**config.mk**
```make
export PLATFORM = sky130hd
export DESIGN_NAME = adcfmt_top
export DESIGN_NICKNAME = d
export VERILOG_FILES = /design/src/adcfmt_pkg.sv /design/src/adcfmt_chan_fmt.sv /design/src/adcfmt_top.sv
export SDC_FILE = /design/constraint.sdc
export NUM_CORES = 1
export LEC_CHECK = 0
export BUFFER_PORTS_ARGS = -buffer_cell sky130_fd_sc_hd__buf_2
export CAP_MARGIN = 20
export CORE_MARGIN = 10
export CORE_UTILIZATION = 28
export DETAILED_ROUTE_END_ITERATION = 8
export PLACE_DENSITY = 0.53
export SYNTH_ARGS = -nofsm -noshare
export SYNTH_HDL_FRONTEND = slang
export SYNTH_SLANG_ARGS = --single-unit
```
**constraint.sdc**
```tcl
create_clock -name aclk -period 2.5 [get_ports aclk]
set_input_delay 0.375 -clock aclk [delete_from_list [all_inputs] [get_ports aclk]]
set_output_delay 0.375 -clock aclk [all_outputs]
set_load 0.02 [all_outputs]
```
**src/adcfmt_pkg.sv**
```systemverilog
`default_nettype none
package adcfmt_pkg;

  // ----------------------------------------------------------------
  // widths and timing
  // ----------------------------------------------------------------
  localparam int unsigned SAMPLE_W     = 16;
  localparam int unsigned PAIR_W       = SAMPLE_W / 2;
  localparam int unsigned CHANS        = 2;
  localparam int unsigned ADDR_W       = 4;
  localparam int unsigned CLK_PERIOD_NS = 4;
  // one sample period is split into 45 degree steps of one aclk each
  localparam int unsigned PHASE_STEPS  = 8;
  localparam int unsigned CNT_W        = $clog2(PHASE_STEPS);
  localparam int unsigned SAMPLE_PERIOD_NS = CLK_PERIOD_NS * PHASE_STEPS;
  localparam logic [CNT_W-1:0] CNT_LAST     = 3'h7;
  localparam logic [CNT_W-1:0] CNT_HALF_END = 3'h3;

  // ----------------------------------------------------------------
  // register offsets, fields, reset values
  // ----------------------------------------------------------------
  localparam logic [ADDR_W-1:0] OFS_CLOCKING    = 4'h0;
  localparam logic [ADDR_W-1:0] OFS_OUTPUT_MODE = 4'h4;
  localparam logic [ADDR_W-1:0] OFS_FORMAT      = 4'h8;
  localparam logic [ADDR_W-1:0] OFS_STATUS      = 4'hc;

  localparam int unsigned CLK_INV_BIT   = 0;
  localparam int unsigned CLK_PHASE_LSB = 1;
  localparam int unsigned CLK_DCS_BIT   = 3;
  localparam int unsigned OUT_MODE_LSB  = 0;
  localparam int unsigned OUT_CUR_LSB   = 2;
  localparam int unsigned OUT_TERM_BIT  = 5;
  localparam int unsigned FMT_TWOS_BIT  = 0;
  localparam int unsigned FMT_RAND_BIT  = 1;
  localparam int unsigned FMT_ABP_BIT   = 2;
  localparam int unsigned FMT_TEST_BIT  = 3;
  localparam int unsigned FMT_PAT_LSB   = 4;
  localparam int unsigned STAT_PAR_BIT  = 0;
  localparam int unsigned STAT_MODE_LSB = 1;
  localparam int unsigned STAT_NOPH_BIT = 3;
  localparam int unsigned STAT_CUR_LSB  = 16;

  localparam logic [3:0] CLOCKING_RST    = 4'h0;
  localparam logic [5:0] OUTPUT_MODE_RST = 6'h10;
  localparam logic [5:0] FORMAT_RST      = 6'h00;

  // ----------------------------------------------------------------
  // encodings
  // ----------------------------------------------------------------
  typedef enum logic [1:0] {
    MODE_FULL_CMOS = 2'b00,
    MODE_DDR_CMOS  = 2'b01,
    MODE_DDR_LVDS  = 2'b10,
    MODE_RSVD      = 2'b11
  } adcfmt_mode_e;

  typedef enum logic [1:0] {
    PAT_ONES    = 2'b00,
    PAT_ZEROS   = 2'b01,
    PAT_ALT     = 2'b10,
    PAT_CHECKER = 2'b11
  } adcfmt_pat_e;

  localparam logic [2:0] CUR_DEFAULT = 3'h4;
  localparam logic [2:0] CUR_RSVD    = 3'h7;
  // driver current in units of 10 uA, codes 0..6
  localparam logic [9:0] CUR_10UA [0:6] = '{10'h0af, 10'h0d2, 10'h0fa, 10'h12c, 10'h15e, 10'h190, 10'h1c2};

  localparam logic [SAMPLE_W-1:0] ABP_MASK     = 16'haaaa;
  localparam logic [SAMPLE_W-1:0] CHECKER_WORD = 16'h5555;

  localparam logic [1:0] RESP_OKAY   = 2'b00;
  localparam logic [1:0] RESP_SLVERR = 2'b10;

  typedef struct packed {
    logic        twos;
    logic        rand_en;
    logic        abp;
    logic        test_en;
    adcfmt_pat_e pat;
  } adcfmt_cfg_s;

  // pair index 0 is chan1_pair_bits_lowest (bits 0/1), index 7 the highest (14/15)
  typedef struct packed {
    logic                fwd_clock_pos;
    logic                fwd_clock_neg;
    logic                chan1_overrange_out;
    logic                chan2_overrange_out;
    logic                shared_overrange_out;
    logic [SAMPLE_W-1:0] chan1_word;
    logic [SAMPLE_W-1:0] chan2_word;
    logic [PAIR_W-1:0]   chan1_pair;
    logic [PAIR_W-1:0]   chan2_pair;
    logic                lvds_mode;
  } adcfmt_pins_s;

endpackage
`default_nettype wire

```
**src/adcfmt_chan_fmt.sv**
```systemverilog
`timescale 1ns/1ns
`default_nettype none
module adcfmt_chan_fmt
  import adcfmt_pkg::*;
(
  input  wire logic [SAMPLE_W-1:0] raw,
  input  wire logic                above_fs,
  input  wire logic                below_fs,
  input  wire adcfmt_cfg_s         cfg,
  input  wire logic                alt_phase,
  output logic      [SAMPLE_W-1:0] word,
  output logic                     overrange_flag
);

  // ----------------------------------------------------------------
  // coding, randomizer, polarity, test override
  // ----------------------------------------------------------------
  always_comb begin
    word           = raw;
    overrange_flag = above_fs | below_fs;
    if (above_fs) begin
      word = '1;
    end else if (below_fs) begin
      word = '0;
    end
    // order matters: coding, then scrambling, then polarity
    if (cfg.twos) begin
      word[SAMPLE_W-1] = ~word[SAMPLE_W-1];
    end
    if (cfg.rand_en) begin
      word[SAMPLE_W-1:1] = word[SAMPLE_W-1:1] ^ {(SAMPLE_W-1){word[0]}};
    end
    if (cfg.abp) begin
      word = word ^ ABP_MASK;
    end
    if (cfg.test_en) begin
      case (cfg.pat)
        PAT_ONES: begin
          word           = '1;
          overrange_flag = 1'b1;
        end
        PAT_ZEROS: begin
          word           = '0;
          overrange_flag = 1'b0;
        end
        PAT_ALT: begin
          word           = {SAMPLE_W{alt_phase}};
          overrange_flag = alt_phase;
        end
        default: begin
          word           = alt_phase ? ~CHECKER_WORD : CHECKER_WORD;
          overrange_flag = ~alt_phase;
        end
      endcase
    end
  end

endmodule
`default_nettype wire

```
**src/adcfmt_top.sv**
```systemverilog
// The implementer's own choices: the address map and register access over AXI4-Lite.
`timescale 1ns/1ns
`default_nettype none
module adcfmt_top
  import adcfmt_pkg::*;
(
  input  wire logic                         aclk,
  input  wire logic                         aresetn,
  input  wire logic [ADDR_W-1:0]            awaddr,
  input  wire logic                         awvalid,
  output logic                              awready,
  input  wire logic [31:0]                  wdata,
  input  wire logic [3:0]                   wstrb,
  input  wire logic                         wvalid,
  output logic                              wready,
  output logic      [1:0]                   bresp,
  output logic                              bvalid,
  input  wire logic                         bready,
  input  wire logic [ADDR_W-1:0]            araddr,
  input  wire logic                         arvalid,
  output logic                              arready,
  output logic      [31:0]                  rdata,
  output logic      [1:0]                   rresp,
  output logic                              rvalid,
  input  wire logic                         rready,
  input  wire logic [CHANS-1:0][SAMPLE_W-1:0] chan_sample,
  input  wire logic [CHANS-1:0]             chan_above_fs,
  input  wire logic [CHANS-1:0]             chan_below_fs,
  input  wire logic                         par_mode_pin,
  input  wire logic                         strap_lvds_pin,
  input  wire logic                         strap_dcs_pin,
  output logic                              sample_take,
  output adcfmt_pins_s                      pins,
  output logic                              lvds_term_en,
  output logic      [9:0]                   lvds_current_10ua,
  output logic                              dcs_enable
);

  // ----------------------------------------------------------------
  // strap synchronisers
  // ----------------------------------------------------------------
  logic [2:0] strap_meta_q;
  logic [2:0] strap_q;

  always_ff @(posedge aclk) begin
    if (!aresetn) begin
      strap_meta_q <= 3'h0;
      strap_q      <= 3'h0;
    end else begin
      strap_meta_q <= {strap_dcs_pin, strap_lvds_pin, par_mode_pin};
      strap_q      <= strap_meta_q;
    end
  end

  // ----------------------------------------------------------------
  // axi4-lite register slave
  // ----------------------------------------------------------------
  logic [3:0]        clk_reg_q;
  logic [5:0]        out_reg_q;
  logic [5:0]        fmt_reg_q;
  logic              aw_have_q;
  logic              w_have_q;
  logic [ADDR_W-1:0] aw_addr_q;
  logic [7:0]        w_byte_q;
  logic              w_lane_q;
  logic              bvalid_q;
  logic [1:0]        bresp_q;
  logic              rvalid_q;
  logic [31:0]       rdata_q;
  logic [1:0]        rresp_q;
  logic [31:0]       rdata_d;
  logic              rhit_d;
  logic              do_write;
  logic [31:0]       status_word;

  assign awready  = !aw_have_q && !bvalid_q;
  assign wready   = !w_have_q && !bvalid_q;
  assign arready  = !rvalid_q;
  assign bvalid   = bvalid_q;
  assign bresp    = bresp_q;
  assign rvalid   = rvalid_q;
  assign rdata    = rdata_q;
  assign rresp    = rresp_q;
  assign do_write = aw_have_q && w_have_q && !bvalid_q;

  always_ff @(posedge aclk) begin
    if (!aresetn) begin
      aw_have_q <= 1'b0;
      w_have_q  <= 1'b0;
      aw_addr_q <= '0;
      w_byte_q  <= 8'h00;
      w_lane_q  <= 1'b0;
    end else begin
      if (awvalid && awready) begin
        aw_have_q <= 1'b1;
        aw_addr_q <= awaddr;
      end else if (do_write) begin
        aw_have_q <= 1'b0;
      end
      if (wvalid && wready) begin
        w_have_q <= 1'b1;
        w_byte_q <= wdata[7:0];
        w_lane_q <= wstrb[0];
      end else if (do_write) begin
        w_have_q <= 1'b0;
      end
    end
  end

  // reserved mode and current codes are dropped so the drivers never see them
  always_ff @(posedge aclk) begin
    if (!aresetn) begin
      clk_reg_q <= CLOCKING_RST;
      out_reg_q <= OUTPUT_MODE_RST;
      fmt_reg_q <= FORMAT_RST;
    end else if (do_write && w_lane_q) begin
      if (aw_addr_q == OFS_CLOCKING) begin
        clk_reg_q <= w_byte_q[3:0];
      end else if (aw_addr_q == OFS_OUTPUT_MODE) begin
        if (w_byte_q[OUT_MODE_LSB+:2] != MODE_RSVD) begin
          out_reg_q[OUT_MODE_LSB+:2] <= w_byte_q[OUT_MODE_LSB+:2];
        end
        if (w_byte_q[OUT_CUR_LSB+:3] != CUR_RSVD) begin
          out_reg_q[OUT_CUR_LSB+:3] <= w_byte_q[OUT_CUR_LSB+:3];
        end
        out_reg_q[OUT_TERM_BIT] <= w_byte_q[OUT_TERM_BIT];
      end else if (aw_addr_q == OFS_FORMAT) begin
        fmt_reg_q <= w_byte_q[5:0];
      end
    end
  end

  always_ff @(posedge aclk) begin
    if (!aresetn) begin
      bvalid_q <= 1'b0;
      bresp_q  <= RESP_OKAY;
    end else if (do_write) begin
      bvalid_q <= 1'b1;
      if (aw_addr_q == OFS_CLOCKING || aw_addr_q == OFS_OUTPUT_MODE || aw_addr_q == OFS_FORMAT) begin
        bresp_q <= RESP_OKAY;
      end else begin
        bresp_q <= RESP_SLVERR;
      end
    end else if (bready) begin
      bvalid_q <= 1'b0;
    end
  end

  always_comb begin
    rdata_d = 32'h0;
    rhit_d  = 1'b1;
    if (araddr == OFS_CLOCKING) begin
      rdata_d[3:0] = clk_reg_q;
    end else if (araddr == OFS_OUTPUT_MODE) begin
      rdata_d[5:0] = out_reg_q;
    end else if (araddr == OFS_FORMAT) begin
      rdata_d[5:0] = fmt_reg_q;
    end else if (araddr == OFS_STATUS) begin
      rdata_d = status_word;
    end else begin
      rhit_d = 1'b0;
    end
  end

  always_ff @(posedge aclk) begin
    if (!aresetn) begin
      rvalid_q <= 1'b0;
      rdata_q  <= 32'h0;
      rresp_q  <= RESP_OKAY;
    end else if (arvalid && arready) begin
      rvalid_q <= 1'b1;
      rdata_q  <= rdata_d;
      rresp_q  <= rhit_d ? RESP_OKAY : RESP_SLVERR;
    end else if (rready) begin
      rvalid_q <= 1'b0;
    end
  end

  // ----------------------------------------------------------------
  // effective configuration
  // ----------------------------------------------------------------
  logic         par_mode;
  adcfmt_mode_e eff_mode;
  logic [2:0]   eff_cur;
  logic         eff_term;
  logic         eff_dcs;
  logic         eff_inv;
  logic [1:0]   eff_phase;
  adcfmt_cfg_s  eff_cfg;
  logic         ddr_mode;

  assign par_mode  = strap_q[0];
  // straps reach only full-rate cmos and ddr lvds
  assign eff_mode  = par_mode ? (strap_q[1] ? MODE_DDR_LVDS : MODE_FULL_CMOS)
                              : adcfmt_mode_e'(out_reg_q[OUT_MODE_LSB+:2]);
  assign eff_cur   = par_mode ? CUR_DEFAULT : out_reg_q[OUT_CUR_LSB+:3];
  assign eff_term  = par_mode ? 1'b0 : out_reg_q[OUT_TERM_BIT];
  assign eff_dcs   = par_mode ? strap_q[2] : clk_reg_q[CLK_DCS_BIT];
  assign eff_inv   = par_mode ? 1'b0 : clk_reg_q[CLK_INV_BIT];
  // shift is only honoured with the stabilizer on; software must set both
  assign eff_phase = (eff_dcs && !par_mode) ? clk_reg_q[CLK_PHASE_LSB+:2] : 2'h0;
  assign eff_cfg   = par_mode ? adcfmt_cfg_s'(6'h00) : adcfmt_cfg_s'({fmt_reg_q[FMT_TWOS_BIT],
                     fmt_reg_q[FMT_RAND_BIT], fmt_reg_q[FMT_ABP_BIT], fmt_reg_q[FMT_TEST_BIT],
                     fmt_reg_q[FMT_PAT_LSB+:2]});
  assign ddr_mode  = (eff_mode == MODE_DDR_CMOS) || (eff_mode == MODE_DDR_LVDS);

  assign status_word = {6'h0, lvds_current_10ua, 12'h0, (clk_reg_q[CLK_PHASE_LSB+:2] != 2'h0) && !eff_dcs,
                        eff_mode, par_mode};

  // ----------------------------------------------------------------
  // sample timing and formatting
  // ----------------------------------------------------------------
  logic [CNT_W-1:0]                 cnt_q;
  logic                             alt_q;
  logic                             tick;
  logic [CHANS-1:0][SAMPLE_W-1:0]   fmt_d;
  logic [CHANS-1:0]                 ovr_d;
  logic [CHANS-1:0][SAMPLE_W-1:0]   fmt_q;
  logic [CHANS-1:0]                 ovr_q;
  logic [CHANS-1:0][PAIR_W-1:0]     even_d;
  logic [CHANS-1:0][PAIR_W-1:0]     odd_q;

  assign tick        = (cnt_q == CNT_LAST);
  assign sample_take = tick;

  always_ff @(posedge aclk) begin
    if (!aresetn) begin
      cnt_q <= '0;
      alt_q <= 1'b0;
    end else begin
      cnt_q <= cnt_q + 3'h1;
      if (tick) begin
        alt_q <= ~alt_q;
      end
    end
  end

  for (genvar c = 0; c < CHANS; c++) begin : g_chan
    adcfmt_chan_fmt u_fmt (
      .raw            (chan_sample[c]),
      .above_fs       (chan_above_fs[c]),
      .below_fs       (chan_below_fs[c]),
      .cfg            (eff_cfg),
      .alt_phase      (alt_q),
      .word           (fmt_d[c]),
      .overrange_flag (ovr_d[c])
    );
    for (genvar i = 0; i < PAIR_W; i++) begin : g_pair
      assign even_d[c][i] = fmt_d[c][2*i];
      assign odd_q[c][i]  = fmt_q[c][2*i+1];
    end
  end

  // flag and word share one register stage
  always_ff @(posedge aclk) begin
    if (!aresetn) begin
      fmt_q <= '0;
      ovr_q <= '0;
    end else if (tick) begin
      fmt_q <= fmt_d;
      ovr_q <= ovr_d;
    end
  end

  // ----------------------------------------------------------------
  // output pins
  // ----------------------------------------------------------------
  logic [CNT_W-1:0] cnt_nxt;
  logic [CNT_W-1:0] clk_idx;
  logic             clk_lvl;

  assign cnt_nxt = cnt_q + 3'h1;
  assign clk_idx = cnt_nxt - {1'b0, eff_phase};
  assign clk_lvl = clk_idx[CNT_W-1] ^ eff_inv;

  always_ff @(posedge aclk) begin
    if (!aresetn) begin
      pins               <= '0;
      // legs stay complementary even in reset
      pins.fwd_clock_neg <= 1'b1;
    end else begin
      pins.fwd_clock_pos <= clk_lvl;
      pins.fwd_clock_neg <= ~clk_lvl;
      pins.lvds_mode     <= (eff_mode == MODE_DDR_LVDS);
      if (tick) begin
        pins.chan1_word          <= ddr_mode ? '0 : fmt_d[0];
        pins.chan2_word          <= ddr_mode ? '0 : fmt_d[1];
        pins.chan1_overrange_out <= ddr_mode ? 1'b0 : ovr_d[0];
        pins.chan2_overrange_out <= ddr_mode ? 1'b0 : ovr_d[1];
        pins.chan1_pair          <= ddr_mode ? even_d[0] : '0;
        pins.chan2_pair          <= ddr_mode ? even_d[1] : '0;
        pins.shared_overrange_out <= ddr_mode ? ovr_d[0] : 1'b0;
      end else if (cnt_q == CNT_HALF_END) begin
        pins.chan1_pair          <= ddr_mode ? odd_q[0] : '0;
        pins.chan2_pair          <= ddr_mode ? odd_q[1] : '0;
        pins.shared_overrange_out <= ddr_mode ? ovr_q[1] : 1'b0;
      end
    end
  end

  always_ff @(posedge aclk) begin
    if (!aresetn) begin
      lvds_current_10ua <= CUR_10UA[CUR_DEFAULT];
      lvds_term_en      <= 1'b0;
      dcs_enable        <= 1'b0;
    end else begin
      lvds_current_10ua <= eff_term ? {CUR_10UA[eff_cur][8:0], 1'b0} : CUR_10UA[eff_cur];
      lvds_term_en      <= eff_term;
      dcs_enable        <= eff_dcs;
    end
  end

  // ----------------------------------------------------------------
  // checks
  // ----------------------------------------------------------------
  logic [12:0] cfg_vec;
  logic [12:0] cfg_prev_q;
  logic [3:0]  cfg_age_q;
  logic        steady;

  assign cfg_vec = {eff_mode, eff_cur, eff_term, eff_dcs, eff_inv, eff_phase, eff_cfg.test_en, eff_cfg.twos,
                    eff_cfg.rand_en};
  assign steady  = (cfg_age_q == 4'hf);

  always_ff @(posedge aclk) begin
    if (!aresetn) begin
      cfg_prev_q <= '0;
      cfg_age_q  <= 4'h0;
    end else begin
      cfg_prev_q <= cfg_vec;
      if (cfg_vec != cfg_prev_q) begin
        cfg_age_q <= 4'h0;
      end else if (!steady) begin
        cfg_age_q <= cfg_age_q + 4'h1;
      end
    end
  end
endmodule
`default_nettype wire

```
After elaboration in Yosys (flattened, before gate mapping)
Memories as Yosys holds them, arrays and structs flattened.
Index checks and enable logic that the tools add are counted.
- flip-flop bits (word level): 177
- ROM bits: 80
- output and inout port bits: 108
- memories kept: 1
- add/sub/neg operators: 2
- order comparisons: 1
- eq/ne operators: 13
- multiplexer cells: 62
- bitwise operators: 15
- reduce and logical (&&, ||, !) cells: 34
- memory list (name ; words ; bits a word ; rd ports ; clocked after memory_dff ; write ports ; RTL line ; source):
    (name not given) ; 8 ; 10 ; 1 ; 0 ; 0 ; adcfmt_top.sv:307 ; lvds_current_10ua <= eff_term ? {CUR_10UA[eff_cur][8:0], 1'b0} : CUR_10UA[eff_cur];
- operators by type and width (cell ; count):
    $mux W16 ; 13
    $pmux W16 S3 ; 1
    $mux W20 ; 2
    $mux W8 ; 4
    $mux W10 ; 3
    $mux W15 ; 2
    $xor A15 B15 Y15 ; 2
    $mux W28 ; 1
    $mux W26 ; 1
    $mux W1 ; 24
    $mux W6 ; 3
    $not A8 Y8 ; 2
    $eq A4 B4 Y1 const B ; 3
    $reduce_and A4 Y1 ; 3
    $reduce_bool A2 Y1 ; 6
    $logic_and A1 B1 Y1 ; 10
    $mux W2 ; 5
    $eq A4 B3 Y1 const B ; 2
    $logic_not A4 Y1 ; 2
    $not A1 Y1 ; 7
    $logic_not A1 Y1 ; 6
    $eq A2 B1 Y1 const B ; 2
    $eq A2 B2 Y1 const B ; 2
    $ge A4 B4 Y1 const B ; 1
    other kinds (17) ; 20

Logic depth before layout (Yosys ltp)
Gate-level depths: netlist of the first run.
- depth in word-level cells: 11
- depth in mapped cells: 10

Modules after synthesis
A second synthesis of the first run with hierarchy kept.
- cells, all modules: 808
- area total of the unflattened synthesis: 7334.5 µm²
- modules (own cells, without submodules) (module ; instances ; cells an instance ; area each (µm²)):
    adcfmt_top ; 1 ; 674 ; 6291.0
    adcfmt_chan_fmt ; 2 ; 67 ; 521.8

Least setup slack after synthesis of the first run
OpenSTA, ideal clock, no wires.
- path type: register to register
- start: register strap_q[0]
- end: register pins[20] in the netlist's numbering
- library setup time: 0.126 ns
- data arrival time: 2.045 ns
- required time: 2.374 ns
- path slack: 0.329 ns
- stages on the path, launching flop included: 9
- path buffers: 3
- cells stage by stage: dfxtp_1 buf_2 mux2_2 ha_1 nand3_1 clkbuf_1 clkbuf_1 a2bb2oi_1 o21ai_0
- cells in the longest elaborated chain, start to end: 6
- elaborated cells between the ends (all ways): 14
- those cells by class: eq/ne (4); mux (7); bitwise (1); reduce/logical (2)
- RTL lines (item ; RTL line ; source):
    from (decl) ; adcfmt_top.sv:43 ; logic [2:0] strap_q;
    from (signal assigned) ; adcfmt_top.sv:51 ; strap_q <= strap_meta_q;
    branches (longest 5 deep; another with $pmux W16 S3) ; - ;
    $mux W16 * ; adcfmt_top.sv:287 ; pins.chan2_word <= ddr_mode ? '0 : fmt_d[1];
    to (decl) ; adcfmt_top.sv:33 ; output adcfmt_pins_s pins,
Every way passes the cells marked *.
A chain may end at the register's enable or synchronous reset.

Worst setup path after layout of the first run
- start: register cnt_q[0]
- end: register pins[44] in the netlist's numbering
- cells in the longest elaborated chain, start to end: 1
- RTL lines (item ; RTL line ; source):
    from (decl) ; adcfmt_top.sv:213 ; logic [CNT_W-1:0] cnt_q;
    from (signal assigned) ; adcfmt_top.sv:231 ; cnt_q <= cnt_q + 3'h1;
    $eq A3 B3 Y1 ; adcfmt_top.sv:223 ; assign tick = (cnt_q == CNT_LAST);
Every way passes these cells.

==> results of run 1 <==
registers in the layout, indices dropped and copies added, names as in the netlist, 3 cells and up:
register           flops
w_byte_q               6
strap_q                3
strap_meta_q           3
out_reg_q              6
fmt_q                 16
clk_reg_q              4
pins                  54
cnt_q                  3
lvds_current_10ua     10
aw_addr_q              4
rdata                 16
fmt_reg_q              6
stage by stage:
stage          area [µm²]  hold WS, ns
6_report             8210        0.170
4_1_cts              8190        0.159
3_5_place_dp         7590        0.418
2_1_floorplan        6750        0.412
3_3_place_gp         7590        0.418
5_1_grt              8210        0.165
cells in the final DEF (no fill, tap or decap), drive strengths merged, types with 5 or more instances in the layout:
| cell type | count |
|---|---|
| dfxtp | 142 |
| nor3 | 11 |
| a22o | 17 |
| and3 | 6 |
| mux2i | 19 |
| xnor2 | 19 |
| a22oi | 18 |
| a221o | 14 |
| a31oi | 33 |
| buf | 174 |
| nand3 | 8 |
| nand2b | 10 |
| nor4 | 15 |
| o211ai | 5 |
| o21ai | 49 |
| nor2b | 16 |
| ha | 10 |
| a2bb2oi | 15 |
| clkbuf | 19 |
| a21o | 18 |
| inv | 20 |
| nor2 | 56 |
| nand2 | 45 |
| a21oi | 81 |
| clkinv | 8 |
| and2 | 10 |
| conb | 18 |
critical path, delay by kind of cell (launching register included):
kind / cells / cell delay, ns
buffers and inverters: 1 / 0.16
DFF: 1 / 0.35
adders and majority gates: 2 / 0.43
AOI/OAI and AO/OA: 3 / 0.42
and+or+nand+nor: 1 / 0.82
where the power goes:
part	internal, mW	switching (mW)	leakage [nW]
Combinational	0.162	0.289	2.14
Sequential	2.30	0.0305	1.15
Clock	1.60	1.01	0.301
Total	4.07	1.33	3.59
worst max path at each step:
| stage | start | endpoint | cells past startpoint |
|---|---|---|---|
| 3_3_place_gp | strap_q[0] | pins[47] | 5 |
| 5_1_grt | cnt_q[0] | pins[44] | 7 |
| 3_5_place_dp | cnt_q[0] | pins[1] | 6 |
| 6_report | cnt_q[0] | pins[44] | 7 |
| 2_1_floorplan | strap_q[0] | pins[20] | 8 |
| 4_1_cts | cnt_q[0] | pins[1] | 6 |
area by class of cell:
class / instances / area, µm² / share of cell area [%]
clock buffer: 19 / 443 / 5.39
timing repair buffer: 174 / 935 / 11.4
tap: 319 / 399 / 4.86
clock inverter: 13 / 163 / 1.98
multi-input combinational: 525 / 3360 / 40.9
inverter: 18 / 67.6 / 0.823
sequential: 142 / 2840 / 34.6
per-layer routing:
metal,share of wire [%],vias up
met1,47,2685
met2,46,130
met4,1.3,2
met5,0.085,-
met3,5.4,16
li1,-,2923
cell usage after synthesis, types with 11 or more instances:
cell / number / area (µm²)
dfxtp_1: 142 / 2840
o21ai_0: 43 / 215
a221o_1: 14 / 140
a21o_1: 18 / 135
a22o_1: 17 / 149
nor4_1: 14 / 87.6
a21oi_1: 81 / 405
inv_1: 18 / 67.6
a22oi_1: 18 / 135
buf_4: 30 / 225
buf_2: 11 / 55.1
xnor2_1: 19 / 166
nand2_1: 45 / 169
nor2b_1: 15 / 93.8
nor2_1: 54 / 203
mux2i_1: 19 / 190
clkbuf_1: 39 / 146
a2bb2oi_1: 15 / 131
a31oi_1: 31 / 194
kinds of logic after synthesis:
group                      Yosys count  share of synthesized area (%)
AOI/OAI and AO/OA                  267                           26.4
and+or+nand+nor                    185                           14.1
DFF                                142                           42.5
buffers and inverters              108                           8.18
muxes                               24                           4.19
xor gates and xnor gates            21                           2.75
adders and majority gates           10                           1.87
other                                1                         0.0561
==> impl_results.md, run 1 <==
- Total grt overflow: 0
- Worst Path Required: 2.84 ns
- FF-to-FF Start: cnt_q[0]
- Slew headroom: a little under a third
- Antenna diode count: 0
- Wirelength per Cell: 17.5 µm
- Post-Route WL: about 21,000 µm
- Minimum clock period: 2.26 ns
- Routed vias: approximately 5.8k
- Setup WS pre-CTS: 0.123 ns
- P&R area growth vs syn: 22.8%
- Initial DRT Pass Iterations: 4
- Status: finished clean
- Die width: 175 µm
- R2R setup slack: 0.24 ns
- Worst vdd ir: 400 µV
- Clk_lat worst skew: 0.42 ns
- Seq/Total Area, Yosys: approximately 43%
- Crit path max-delay cell type: nor4_2
- Vias in the first global route: 5,708
- Worst Max-Slew Pin Slew: 1.04 ns
- GR peak layer: met2
- Post-Route Utilization: about a third
- # fillers: approximately 2.5k
- Residual DRC: 0
- Vias per cell: 4.76
- TritonCTS Buffers: 17
- GRT met3 Usage: 3.86%
- Hold Path Class: input pin to flop
- Synthesized flop and latch total: 142
- Area of the core: 23,500 µm²
- Cts hold-fix bufs: 0
- WHS Path Cells: 2
- PwrDens: 657 nW/µm²
- Ys async rst share: 0%
- Synth cell types: 57
- Hold path endpoint: strap_meta_q[1]
- Critical path cell sequence: ha_1 > ha_1 > inv_1 > nor4_2 > a21oi_1 > a2bb2oi_1 > o21ai_0
- Setup bufs post-CTS: 0
- Starting Density: between 20% and 30%
- Cells after Synth: 758
- Htree depth: 4
- Top Ports: between 150 and 200
- Setup Total Neg Slack: 0 ns
- Sink Count: 142
- Reg clk slew, reported paths: 0.06 ns
- # resized after CTS: 0
- WS Path Type: flop to flop
- Max frequency: 442 MHz
- Period utilization: 90.5%
- I/O Buffers: 150
- Max FO, Critical Path: 8
- Detail Placement HPWL: roughly 16,000 µm
- RSZ-0062 raised after global routing: false
- Max_cap viols: 0
- Placer's final routability congestion estimate: between 0.8 and 0.9
- DRT iter0 DRCs: 451
- Die Footprint: 30,500 µm²
- Final max-slew violation count: 0
- Syn. warnings: 0
- Reg2reg end: pins[44]
- Static leakage: 3.59 nW
- Crit end category: flop
- Crit path top cell by count: ha_1
- Final Hold Viols: 0
- GR Util met2: 20.7%
- FF-to-FF path depth: 7
- Critical Path Source Type: flop
- Power Total: 5.40 mW
- Ys flop type: dfxtp_1
- First-pass GRT wire length: 33,100 µm
- Clock root buffer: clkbuf_16
- Layout cells sized above 1: 26.3%
- Nets: about 980
- Avg Cell Area, Syn: 8.82 µm²
- Placed instance count: 1,176
- Hold_sp: strap_lvds_pin
- Final setup viols: 0
- Die height: ~170 µm
- GR Layer Usage met1: 18.0%
- Initial antenna violation count: 1
- TritonCTS clock tree: done
- Largest net degree at the start of global routing: 57
- Fin cells: 1,210
- Mapped cell area: around 6700 µm²
- Tot GR Track Use: 13.6%
- Max stage delay on crit path: 0.82 ns
- Antenna-violating nets left: 0
- Final WS setup: 0.237 ns
- Number of flops mapped to enable cells by yosys: 0
- Worst Path Arrival: 2.60 ns
- Fin Clk Skew: 0.0102 ns
- CTS max path bufs: 2
- Rows: 56
Power figures use the tool's default switching activity.
==> run 2, diff against run 1 <==
--- a/config.mk
+++ b/config.mk
@@ -10,7 +10,8 @@
 export CORE_MARGIN = 10
 export CORE_UTILIZATION = 28
 export DETAILED_ROUTE_END_ITERATION = 8
-export PLACE_DENSITY = 0.53
+export PLACE_DENSITY = 0.52
 export SYNTH_ARGS = -nofsm -noshare
 export SYNTH_HDL_FRONTEND = slang
+export SYNTH_HIERARCHICAL = 1
 export SYNTH_SLANG_ARGS = --single-unit
==> impl_results.md, run 2 <==
- Setup bufs post-CTS: 0 (unchanged)
- # fillers: 2,710 (+9.2%)
- WS Path Type: flop to flop
- Worst Max-Slew Pin Slew: 0.683 ns (-0.358 ns)
- Ys flop type: dfxtp_1
- Wirelength per Cell: 16.3 µm (-7.0%)
- Setup WS pre-CTS: 0.251 ns (+0.128 ns)
- Period utilization: 90.5% (about the same)
- GRT met3 Usage: 3.62% (-0.24 points)
- Final WS setup: 0.237 ns (-0.0000660 ns)
- Critical path cell sequence: buf_4 > nor2b_1 > buf_4 > o21a_1 > buf_4 > xnor3_1 > o21ai_1 > nand3_1 > a21boi_0
- TritonCTS clock tree: done
- I/O Buffers: 150 (unchanged)
- Syn. warnings: 6 (+6)
- Static leakage: 3.75 nW (+4.4%)
- Fin Clk Skew: 0.0142 ns (+0.00405 ns)
- # resized after CTS: 0 (unchanged)
- Register bank with the most flops: pins
- Rows: 59 (+5.4%)
- Placer's final routability congestion estimate: 0.787 (-5.4%)
- Nets: 1,024 (+4.7%)
- Post-Route WL: 20,700 µm (-2.3%)
- Top Ports: 198 (unchanged)
- Minimum clock period: 2.26 ns (+0.0000660 ns)
- Placed inst area: 8230 µm² (+8.4%)
- Reg clk slew, reported paths: 0.06 ns (about the same)
- Post-Route Utilization: 34.1% (-0.85 points)
- Detail Placement HPWL: 15,300 µm (-2.5%)
- Tot GR Track Use: 12.1% (-1.4 points)
- Initial antenna violation count: 0 (-1)
- Htree depth: 4 (unchanged)
- Final Hold Viols: 0 (unchanged)
- Die width: 182 µm (+4.2%)
- Worst Path Required: 2.84 ns (about the same)
- Avg Cell Area, Syn: 9.08 µm² (+2.9%)
- Final setup viols: 0 (unchanged)
- Sink Count: 142 (unchanged)
- Worst vdd ir: 405 µV (+1.2%)
- Antenna diode count: 0 (unchanged)
- Max FFs per register: 54 (unchanged)
- GR peak layer: met2
- Largest net degree at the start of global routing: 91 (+60%)
- Setup Total Neg Slack: 0 ns (unchanged)
- Most frequent cells in the layout: 149 x buf_2, 142 x dfxtp_1, 121 x nor2b_1
- Post-route cell area: 8840 µm² (+7.7%)
- Cts hold-fix bufs: 0 (unchanged)
- Hold Path Class: input pin to flop
- Power Total: 5.46 mW (+1.2%)
- Final max-slew violation count: 0 (unchanged)
- Max frequency: 442 MHz (about the same)
- Slew headroom: 54.4% (+24 points)
- Number of flops mapped to enable cells by yosys: 0 (unchanged)
- Synth cell count leaders: 142 x dfxtp_1, 122 x nor2b_1, 77 x a21oi_1, 45 x o21ai_0, 40 x mux2i_1
- Area leader, netlist: dfxtp_1
- Worst Path Arrival: 2.60 ns (about the same)
- Routed vias: 5,690 (-1.1%)
- Dominant cells by area after synthesis: dfxtp_1 39%, nor2b_1 10%, mux2i_1 5.5%, a21oi_1 5.3%, xnor3_1 4.9%
- Clk_lat worst skew: 0.42 ns (about the same)
- Fin cells: 1,271 (+5.0%)
- Crit end category: flop
- TritonCTS Buffers: 17 (unchanged)
- Layout cells sized above 1: 23.0% (-3.3 points)
- Placed instance count: 1,240 (+5.4%)
- Seq/Total Area, Yosys: 38.8% (-3.8 points)
- Crit path top cell by count: buf_4
- RSZ-0062 raised after global routing: false
- DRT iter0 DRCs: 268 (-41%)
- Vias in the first global route: 5,660 (-0.84%)
- GR Util met2: 18.9% (-1.8 points)
- Final hold slack: 0.166 ns (-0.00388 ns)
- Cells after Synth: 808 (+6.6%)
- GR Layer Usage met1: 15.8% (-2.2 points)
- Vias per cell: 4.48 (-5.9%)
- Synthesized flop and latch total: 142 (unchanged)
- Status: finished clean
- P&R area growth vs syn: 20.6%
- Die Footprint: 33,100 µm² (+8.6%)
- Max FO, Critical Path: 25 (+17)
- Max stage delay on crit path: 0.33 ns (-0.49 ns)
- Mapped cell area: 7330 µm² (+9.7%)
- CTS max path bufs: 2 (unchanged)
- First-pass GRT wire length: 32,400 µm (-2.2%)
- Critical Path Source Type: flop
- Synth cell types: 56 (-1.8%)
- Leading cell type in the layout, fill and taps excluded: buf_2
- Starting Density: 28.3% (-0.17 points)
- Crit path max-delay cell type: o21a_1
- Max_cap viols: 0 (unchanged)
- Clock root buffer: clkbuf_16
- Area of the core: 25,900 µm² (+10%)
- Die height: 182 µm (+4.2%)
- Ys async rst share: 0% (unchanged)
- Share of the synthesized area in the top cell type: 38.8% (-3.8 points)
- Total grt overflow: 0 (unchanged)
- PwrDens: 617 nW/µm² (-6.1%)
- Initial DRT Pass Iterations: 4 (unchanged)
- Residual DRC: 0 (unchanged)
- Cell with the most instances after synthesis: dfxtp_1
- Antenna-violating nets left: 0 (unchanged)
==> run 2: routing by layer <==
metal  up-vias  wire (µm)
met5         -          0
met4         0        125
met3         4       1200
met2       124       9670
met1      2628       9730
li1       2934          -
==> run 2: worst paths after layout <==
| check | from | end | slack [ns] | depth (start not counted) |
|---|---|---|---|---|
| worst max-delay path | strap_q[0] | pins[26] | 0.24 | 9 |
| worst min-delay path | strap_lvds_pin | strap_meta_q[1] | 0.17 | 2 |
| worst max register to register | strap_q[0] | pins[26] | 0.24 | 9 |
| worst min register to register | strap_meta_q[2] | strap_q[2] | 0.43 | 1 |
==> run 2: cell families after synthesis <==
logic type | count (synthesis) | share of synthesized area (%)
DFF | 142 | 38.8
AOI/OAI and AO/OA | 193 | 15.5
muxes | 43 | 6.23
and+or+nand+nor | 277 | 22.5
other | 1 | 0.0511
adders and majority gates | 10 | 1.71
buffers and inverters | 105 | 7.80
xor gates and xnor gates | 37 | 7.42
==> run 2: area by class of cell <==
cell class / instances / area [µm²] / share of cell area [%]
multi-input cells: 578 / 4000 / 45.2
clock inverters: 13 / 190 / 2.15
clock buffers: 18 / 429 / 4.85
inverters: 18 / 67.6 / 0.764
well taps: 335 / 419 / 4.74
flip-flops and latches: 142 / 2840 / 32.1
repair buffers: 167 / 897 / 10.1
==> run 2: power by group <==
group          switching, mW  internal [mW]
Clock                   1.02           1.67
Sequential            0.0349           2.30
Combinational          0.252          0.179
==> run 2: critical path, delay by kind of cell (launching register included) <==
| kind | cells | cell delay [ns] |
|---|---|---|
| AO/OA/AOI/OAI | 3 | 0.70 |
| buffers and inverters | 3 | 0.61 |
| flip-flops | 1 | 0.32 |
| XOR/XNOR | 1 | 0.30 |
| AND/OR/NAND/NOR | 2 | 0.25 |
